**src/core/cfs_pkg.sv**
```systemverilog
// Constants and types for the frame statistics counter bank.
// Assumes a 32-bit AXI4-Lite register bus with a 12-bit byte address.
package cfs_pkg;

	localparam int ADDR_W = 12;
	localparam int DATA_W = 32;
	localparam int IDX_W  = 10;
	localparam int CNT_W  = 16;

	// Register indices; byte address is four times the index
	localparam logic [IDX_W-1:0] IDX_UP_HI     = 10'h26f;
	localparam logic [IDX_W-1:0] IDX_UP_LO     = 10'h270;
	localparam logic [IDX_W-1:0] IDX_HOST_HI   = 10'h271;
	localparam logic [IDX_W-1:0] IDX_HOST_LO   = 10'h272;
	localparam logic [IDX_W-1:0] IDX_CTRL      = 10'h280;
	localparam logic [IDX_W-1:0] IDX_UP_TRIG   = 10'h281;
	localparam logic [IDX_W-1:0] IDX_HOST_TRIG = 10'h282;

	localparam logic [7:0]       STAT_RST      = 8'h00;
	localparam logic [CNT_W-1:0] CNT_RST       = 16'h0000;
	localparam logic [CNT_W-1:0] CNT_MAX       = 16'hffff;
	localparam logic [CNT_W-1:0] CNT_ONE       = 16'h0001;
	localparam logic [7:0]       CTRL_RST      = 8'h03;
	localparam int               CTRL_UP_EN    = 0;
	localparam int               CTRL_HOST_EN  = 1;
	localparam int               TRIG_SAT_BIT  = 0;

	localparam logic [1:0] RESP_OKAY   = 2'b00;
	localparam logic [1:0] RESP_SLVERR = 2'b10;
	localparam logic [1:0] RESP_DECERR = 2'b11;

	// Frame completion events from the port logic, same clock
	typedef struct packed {
		logic upper_done;
		logic upper_ok;
		logic host_done;
	} cfs_frame_ev_s;

endpackage

```
**src/core/cfs_stat_regs.sv**
```systemverilog
// Saturating frame statistics counters with snapshot registers,
// reached over an AXI4-Lite slave port.
// Assumes frame events come from logic on i_core_clk, one-cycle pulses.
//
// Function
// - Count good upper-port responses, high/low bytes.
// - Upper counter saturates at all ones.
// - Upper trigger read snapshots, resets counters.
// - Count host-port transmitted responses, high/low bytes.
// - Host counter saturates at all ones.
// - Host trigger read snapshots, resets counters.
// - Host high byte read clears, resets counter.
// - Statistics bytes read-only, reset to zero.
//
// Added by the designer: the AXI4-Lite slave port.
`timescale 1ns/100ps
module cfs_stat_regs (
	input  wire logic                          i_core_clk,
	input  wire logic                          i_rst,
	input  wire cfs_pkg::cfs_frame_ev_s        i_frame_ev,
	input  wire logic [cfs_pkg::ADDR_W-1:0]    i_awaddr,
	input  wire logic                          i_awvalid,
	output logic                               o_awready,
	input  wire logic [cfs_pkg::DATA_W-1:0]    i_wdata,
	input  wire logic [3:0]                    i_wstrb,
	input  wire logic                          i_wvalid,
	output logic                               o_wready,
	output logic [1:0]                         o_bresp,
	output logic                               o_bvalid,
	input  wire logic                          i_bready,
	input  wire logic [cfs_pkg::ADDR_W-1:0]    i_araddr,
	input  wire logic                          i_arvalid,
	output logic                               o_arready,
	output logic [cfs_pkg::DATA_W-1:0]         o_rdata,
	output logic [1:0]                         o_rresp,
	output logic                               o_rvalid,
	input  wire logic                          i_rready
);

	function automatic logic [cfs_pkg::CNT_W-1:0] sat_step(
		input logic [cfs_pkg::CNT_W-1:0] v,
		input logic                      inc
	);
		return (inc && v != cfs_pkg::CNT_MAX) ? v + cfs_pkg::CNT_ONE : v;
	endfunction

	////////////////////////////////////////////////////////////////////////
	// Write channel

	logic [cfs_pkg::ADDR_W-1:0] awaddr_ff;
	logic                       aw_got_ff;
	logic [7:0]                 wdata_ff;
	logic                       wstrb0_ff;
	logic                       w_got_ff;
	logic                       bvalid_ff;
	logic [1:0]                 bresp_ff;
	logic [7:0]                 ctrl_ff;

	wire aw_take = i_awvalid & o_awready;
	wire w_take  = i_wvalid & o_wready;
	wire wr_go   = aw_got_ff & w_got_ff & ~bvalid_ff;
	wire [cfs_pkg::IDX_W-1:0] wr_idx = awaddr_ff[cfs_pkg::ADDR_W-1:2];
	wire wr_align   = (awaddr_ff[1:0] == 2'b00);
	wire wr_is_ctrl = wr_align & (wr_idx == cfs_pkg::IDX_CTRL);
	wire wr_is_ro   = wr_align & ((wr_idx == cfs_pkg::IDX_UP_HI)
		| (wr_idx == cfs_pkg::IDX_UP_LO) | (wr_idx == cfs_pkg::IDX_HOST_HI)
		| (wr_idx == cfs_pkg::IDX_HOST_LO) | (wr_idx == cfs_pkg::IDX_UP_TRIG)
		| (wr_idx == cfs_pkg::IDX_HOST_TRIG));
	wire [1:0] nxt_bresp = wr_is_ctrl ? cfs_pkg::RESP_OKAY :
		wr_is_ro ? cfs_pkg::RESP_SLVERR : cfs_pkg::RESP_DECERR;
	wire       ctrl_wr   = wr_go & wr_is_ctrl & wstrb0_ff;
	wire [7:0] nxt_ctrl  = ctrl_wr ? wdata_ff : ctrl_ff;

	assign o_awready = ~aw_got_ff & ~bvalid_ff;
	assign o_wready  = ~w_got_ff & ~bvalid_ff;
	assign o_bvalid  = bvalid_ff;
	assign o_bresp   = bresp_ff;

	always_ff @(posedge i_core_clk or posedge i_rst) begin
		if (i_rst) begin
			awaddr_ff <= '0;
			aw_got_ff <= 1'b0;
			wdata_ff  <= 8'h00;
			wstrb0_ff <= 1'b0;
			w_got_ff  <= 1'b0;
		end else begin
			if (aw_take) begin
				awaddr_ff <= i_awaddr;
			end
			if (w_take) begin
				wdata_ff  <= i_wdata[7:0];
				wstrb0_ff <= i_wstrb[0];
			end
			aw_got_ff <= wr_go ? 1'b0 : (aw_got_ff | aw_take);
			w_got_ff  <= wr_go ? 1'b0 : (w_got_ff | w_take);
		end
	end

	always_ff @(posedge i_core_clk or posedge i_rst) begin
		if (i_rst) begin
			bvalid_ff <= 1'b0;
			bresp_ff  <= cfs_pkg::RESP_OKAY;
			ctrl_ff   <= cfs_pkg::CTRL_RST;
		end else begin
			if (wr_go) begin
				bvalid_ff <= 1'b1;
				bresp_ff  <= nxt_bresp;
			end else if (i_bready) begin
				bvalid_ff <= 1'b0;
			end
			ctrl_ff <= nxt_ctrl;
		end
	end

	////////////////////////////////////////////////////////////////////////
	// Read channel decode and side effects

	logic                       rvalid_ff;
	logic [7:0]                 rdata_ff;
	logic [1:0]                 rresp_ff;
	logic [cfs_pkg::CNT_W-1:0]  live_up_ff;
	logic [cfs_pkg::CNT_W-1:0]  live_host_ff;
	logic [cfs_pkg::CNT_W-1:0]  snap_up_ff;
	logic [cfs_pkg::CNT_W-1:0]  snap_host_ff;

	wire rd_fire  = i_arvalid & o_arready;
	wire [cfs_pkg::IDX_W-1:0] rd_idx = i_araddr[cfs_pkg::ADDR_W-1:2];
	wire rd_ok    = rd_fire & (i_araddr[1:0] == 2'b00);
	wire rd_up_hi   = rd_ok & (rd_idx == cfs_pkg::IDX_UP_HI);
	wire rd_up_lo   = rd_ok & (rd_idx == cfs_pkg::IDX_UP_LO);
	wire rd_host_hi = rd_ok & (rd_idx == cfs_pkg::IDX_HOST_HI);
	wire rd_host_lo = rd_ok & (rd_idx == cfs_pkg::IDX_HOST_LO);
	wire rd_ctrl    = rd_ok & (rd_idx == cfs_pkg::IDX_CTRL);
	wire rd_up_trig   = rd_ok & (rd_idx == cfs_pkg::IDX_UP_TRIG);
	wire rd_host_trig = rd_ok & (rd_idx == cfs_pkg::IDX_HOST_TRIG);
	wire rd_hit = rd_up_hi | rd_up_lo | rd_host_hi | rd_host_lo | rd_ctrl
		| rd_up_trig | rd_host_trig;

	// Trigger registers report whether the live counter has saturated
	wire [7:0] up_trig_val = {7'h00, live_up_ff == cfs_pkg::CNT_MAX};
	wire [7:0] host_trig_val = {7'h00, live_host_ff == cfs_pkg::CNT_MAX};
	wire [7:0] nxt_rdata =
		rd_up_hi     ? snap_up_ff[15:8]   :
		rd_up_lo     ? snap_up_ff[7:0]    :
		rd_host_hi   ? snap_host_ff[15:8] :
		rd_host_lo   ? snap_host_ff[7:0]  :
		rd_ctrl      ? ctrl_ff            :
		rd_up_trig   ? up_trig_val        :
		rd_host_trig ? host_trig_val      : 8'h00;
	wire [1:0] nxt_rresp = rd_hit ? cfs_pkg::RESP_OKAY : cfs_pkg::RESP_DECERR;

	assign o_arready = ~rvalid_ff;
	assign o_rvalid  = rvalid_ff;
	assign o_rresp   = rresp_ff;
	assign o_rdata   = {24'h000000, rdata_ff};

	always_ff @(posedge i_core_clk or posedge i_rst) begin
		if (i_rst) begin
			rvalid_ff <= 1'b0;
			rdata_ff  <= 8'h00;
			rresp_ff  <= cfs_pkg::RESP_OKAY;
		end else begin
			if (rd_fire) begin
				rvalid_ff <= 1'b1;
				rdata_ff  <= nxt_rdata;
				rresp_ff  <= nxt_rresp;
			end else if (i_rready) begin
				rvalid_ff <= 1'b0;
			end
		end
	end

	////////////////////////////////////////////////////////////////////////
	// Counters and snapshots

	wire up_inc   = i_frame_ev.upper_done & i_frame_ev.upper_ok
		& ctrl_ff[cfs_pkg::CTRL_UP_EN];
	wire host_inc = i_frame_ev.host_done & ctrl_ff[cfs_pkg::CTRL_HOST_EN];

	// Low byte and trigger reads restart the upper interval
	wire up_clr   = rd_up_trig | rd_up_lo;
	wire host_clr = rd_host_trig | rd_host_hi;

	wire [cfs_pkg::CNT_W-1:0] nxt_live_up =
		sat_step(up_clr ? cfs_pkg::CNT_RST : live_up_ff, up_inc);
	wire [cfs_pkg::CNT_W-1:0] nxt_live_host =
		sat_step(host_clr ? cfs_pkg::CNT_RST : live_host_ff, host_inc);

	wire [cfs_pkg::CNT_W-1:0] nxt_snap_up =
		rd_up_trig ? live_up_ff :
		rd_up_lo   ? {snap_up_ff[15:8], cfs_pkg::STAT_RST} : snap_up_ff;
	wire [cfs_pkg::CNT_W-1:0] nxt_snap_host =
		rd_host_trig ? live_host_ff :
		rd_host_hi   ? {cfs_pkg::STAT_RST, snap_host_ff[7:0]} : snap_host_ff;

	always_ff @(posedge i_core_clk or posedge i_rst) begin
		if (i_rst) begin
			live_up_ff   <= cfs_pkg::CNT_RST;
			live_host_ff <= cfs_pkg::CNT_RST;
			snap_up_ff   <= cfs_pkg::CNT_RST;
			snap_host_ff <= cfs_pkg::CNT_RST;
		end else begin
			live_up_ff   <= nxt_live_up;
			live_host_ff <= nxt_live_host;
			snap_up_ff   <= nxt_snap_up;
			snap_host_ff <= nxt_snap_host;
		end
	end
endmodule

```
**config.mk**
```make
export PLATFORM = sky130hd
export DESIGN_NAME = cfs_stat_regs
export DESIGN_NICKNAME = d
export VERILOG_FILES = /design/src/core/cfs_pkg.sv /design/src/core/cfs_stat_regs.sv
export SDC_FILE = /design/constraint.sdc
export NUM_CORES = 1
export LEC_CHECK = 0
export ABC_AREA = 1
export ABC_CLOCK_PERIOD_IN_PS = 7500
export BUFFER_PORTS_ARGS = -buffer_cell sky130_fd_sc_hd__buf_2
export CAP_MARGIN = 30
export CORE_ASPECT_RATIO = 0.8
export CORE_UTILIZATION = 55
export CTS_CLUSTER_DIAMETER = 50
export DETAILED_ROUTE_END_ITERATION = 12
export PLACE_DENSITY = 0.9
export RECOVER_POWER = 25
export SLEW_MARGIN = 10
export SYNTH_ARGS = -nofsm -noshare
export SYNTH_HDL_FRONTEND = slang
export SYNTH_SLANG_ARGS = --single-unit
```
**constraint.sdc**
```tcl
create_clock -name i_core_clk -period 7.5 [get_ports i_core_clk]
set_input_delay 1.875 -clock i_core_clk [delete_from_list [all_inputs] [get_ports i_core_clk]]
set_output_delay 1.875 -clock i_core_clk [all_outputs]
set_load 0.02 [all_outputs]
```
==> qor.csv <==
stage,metric,value,unit
sta,Final WS setup,3.43,ns
placement,Final GP Congestion,0.926,
layout,area delta synth->final,10.5,%
power_and_ir_drop,power per cell area,236,nW/um^2
clock_network,Root Driver,clkbuf_16,
clock_network,# clock sinks,108,
global_route,number of global-route vias before repair,4690,
layout,fin util,64.0,%
sta,fin. max-slew vios,48,
synthesis,dominant synthesized flop cell,dfrtp_1,
setup_path,Required @ worst endpoint,7.74,ns
global_route,most used routing layer in global routing,met2,
die,Initial Util,58.0,%
clock_network,Setup Buffers After CTS,0,
setup_path,Critical Path Fanout Max,23,
layout,fraction of layout cells with a size suffix above 1,14.9,%
setup_path,critical path type,in -> reg,
global_route,M2 GR Usage,41.8,%
die,num rows,32,
sta,worst slew pin tran,2.06,ns
power_and_ir_drop,Reg power frac,47.9,%
power_and_ir_drop,P_int,1.00,mW
clock_network,H-tree levels,3,
synthesis,Seq cells post-synth,108,
die,Die Width,116,um
power_and_ir_drop,Gate power share,19.9,%
layout,Layout Nets,843,
routing,Vias,4996,
global_route,initial antenna violation count,0,
setup_path,Critical Path Start Type,input port,
die,die extent in y,93.1,um
sta,fin crit share,54.3,%
clock_network,total CTS buffers,9,
placement,Final HPWL DP,9.50,mm
clock_network,CTS tree,yes,
min_path,Min-Delay Path Class,reg -> reg,
synthesis,synthesized instance count,717,
routing,WL per Instance,14.8,um
routing,DR vias/cell,5.47,
global_route,M1 GR Usage,39.2,%
power_and_ir_drop,Switching Share,32.5,%
sta,final hold violation count,0,
die,Core ar.,9850,um^2
synthesis,Ys Warns,0,
setup_path,Crit-path slowest cell,nand3_1,
status,status,finished with violations,
routing,Routed Antenna Nets,0,
setup_path,worst path cell trace,"buf_2, inv_1, nor2_4, inv_2, nor2_4, nand3_1, nand4_1, nor2_1, nand2_1, nor2_1, nand2_1, xor2_1",
global_route,global routing met3 resource utilization,6.29,%
setup_path,signal arrival time at the worst endpoint,4.32,ns
sta,Worst Skew,0.00631,ns
synthesis,"Seq/Total Area, Yosys",47.4,%
sta,Final setup viols,0,
routing,drt first pass iters,5,
sta,Slew headroom,-38.2,%
synthesis,Post-synth EDFFs,0,
global_route,GRT Resource Usage Total,27.5,%
die,I/O pins,111,
synthesis,average size of a mapped cell,7.96,um^2
clock_network,"Reg clk slew, reported paths",0.08,ns
clock_network,clk_lat worst skew,0.36,ns
power_and_ir_drop,Leak,3.22,nW
clock_network,post-CTS sizing,0,
power_and_ir_drop,clock power share,32.2,%
global_route,grt total ovfl,0,
synthesis,Yosys cell types,37,
global_route,first-pass GRT wire length,22.6,mm
routing,Iter 0 DRT Violations,585,
clock_network,Hold Buf Count CTS,0,
sta,min Tclk post-route,4.07,ns
synthesis,Post-Syn Area,5710,um^2
synthesis,fraction of registers with async set/reset,100,%
sta,Fmax,0.245,GHz
die,Die ar.,10800,um^2
placement,DP Worst Slack,3.17,ns
setup_path,Critical Path End Type,flip-flop,
power_and_ir_drop,Max VDD drop,0.000216,V
status,failing checks,"max-capacitance violations, max-slew violations",
setup_path,largest stage delay on the critical path,0.61,ns
sta,RSZ-0062 raised after global routing,false,
layout,Antenna diodes,0,
routing,WL final,13.6,mm
clock_network,clk buf depth,2,
placement,port buffer count,59,
sta,Fin Setup TNS,0,ns
flow_run,maxcap violations,1,
global_route,largest net degree at the start of global routing,63,
routing,post-route DRC violation count,0,
power_and_ir_drop,Switching Power,483,uW
-- power groups by stage --
stage | combinational (mW) | sequential [mW] | clock (mW)
after global routing | 0.334 | 0.720 | 0.511
after detailed placement | 0.296 | 0.719 | 0
final | 0.296 | 0.712 | 0.479
after floorplan | 0.222 | 0.718 | 0
after global placement | 0.279 | 0.714 | 0
after CTS | 0.298 | 0.710 | 0.485
-- Yosys cell counts, types with 6 or more instances --
library cell	number	area (um^2)
a21oi_1	29	145
buf_4	25	188
clkbuf_1	7	26.3
dfrtp_1	106	2650
inv_1	83	312
mux2_2	9	101
nand2_1	188	706
nand3_1	35	175
nand4_1	31	194
nor2_1	79	297
nor3_1	6	30.0
nor4_1	7	43.8
o21ai_0	47	235
xor2_1	11	96.3
-- layout by cell type, fill, tap and decap left out, drive strengths merged --
cell type,instances
a21o,1
a21oi,29
a22o,4
a41oi,1
buf,59
clkbuf,10
clkdlybuf4s18,1
clkinv,2
clkinvlp,2
conb,24
dfrtp,106
dfstp,2
inv,92
mux2,9
nand2,193
nand3,39
nand3b,1
nand4,32
nor2,88
nor3,8
nor4,8
o2111ai,3
o21ai,47
o22ai,1
xnor2,5
xor2,11
-- sequential cells by signal, summed over array words and instances, names as in the netlist, 2 cells and up --
| name | count |
|---|---|
| live_host_ff | 16 |
| wdata_ff | 8 |
| o_bresp | 2 |
| awaddr_ff | 12 |
| snap_up_ff | 16 |
| live_up_ff | 16 |
| snap_host_ff | 16 |
| ctrl_ff | 8 |
| rdata_ff | 8 |
-- kinds of logic (layout without fill, tap and decap cells) --
logic type | count (synthesis) | in the layout | synth area share (%)
simple gates | 369 | 369 | 29.5
xor+xnor | 16 | 16 | 2.45
compound gates | 86 | 86 | 8.13
other cells | 1 | 24 | 0.0657
mux | 9 | 9 | 1.78
buf+inv | 128 | 166 | 10.7
flops | 108 | 108 | 47.4
-- final cells by class --
class | count | area, um^2
clock buffers | 9 | 225
clock inverters | 7 | 77.6
fillers | 833 | 3540
inverters | 89 | 338
multi-input cells | 504 | 2480
flip-flops and latches | 108 | 2710
well taps | 136 | 170
repair buffers | 61 | 312
-- metal layers --
metal | part of all wire (%) | routed length, um | up-vias
li1 | - | - | 2379
met1 | 45 | 6060 | 2331
met2 | 44 | 5970 | 246
met3 | 8.9 | 1200 | 40
met4 | 2.4 | 330 | 0
met5 | 0 | 0 | -
-- per-stage QoR --
step	power (mW)	instances	hold slack, ns	area, um^2
finish	1.49	914	0.484	6310
global placement	0.994	897	0.459	6000
floorplan	0.939	740	0.449	5790
CTS	1.49	914	0.485	6310
detailed placement	1.01	898	0.464	6010
global route	1.57	914	0.505	6310
-- critical path, delay by kind of cell --
family,cells,cell delay [ns]
xor+xnor,1,0.15
buf+inv,3,0.27
simple gates,8,2.01
-- path summary, 6_finish.rpt --
kind	cells past startpoint	start	slack, ns	endpoint
worst min register to register	1	o_bresp[0]	0.48	o_bresp[0]
max in group asynchronous	3	i_rst	3.89	ctrl_ff[5]
worst min-delay path	1	o_bresp[0]	0.48	o_bresp[0]
worst max-delay path	12	i_araddr[11]	3.43	live_host_ff[14]
min in group asynchronous	2	i_rst	2.04	live_up_ff[11]
worst max register to register	10	o_rvalid	4.70	live_host_ff[14]
Note: power is estimated with default switching activity, not from simulation.
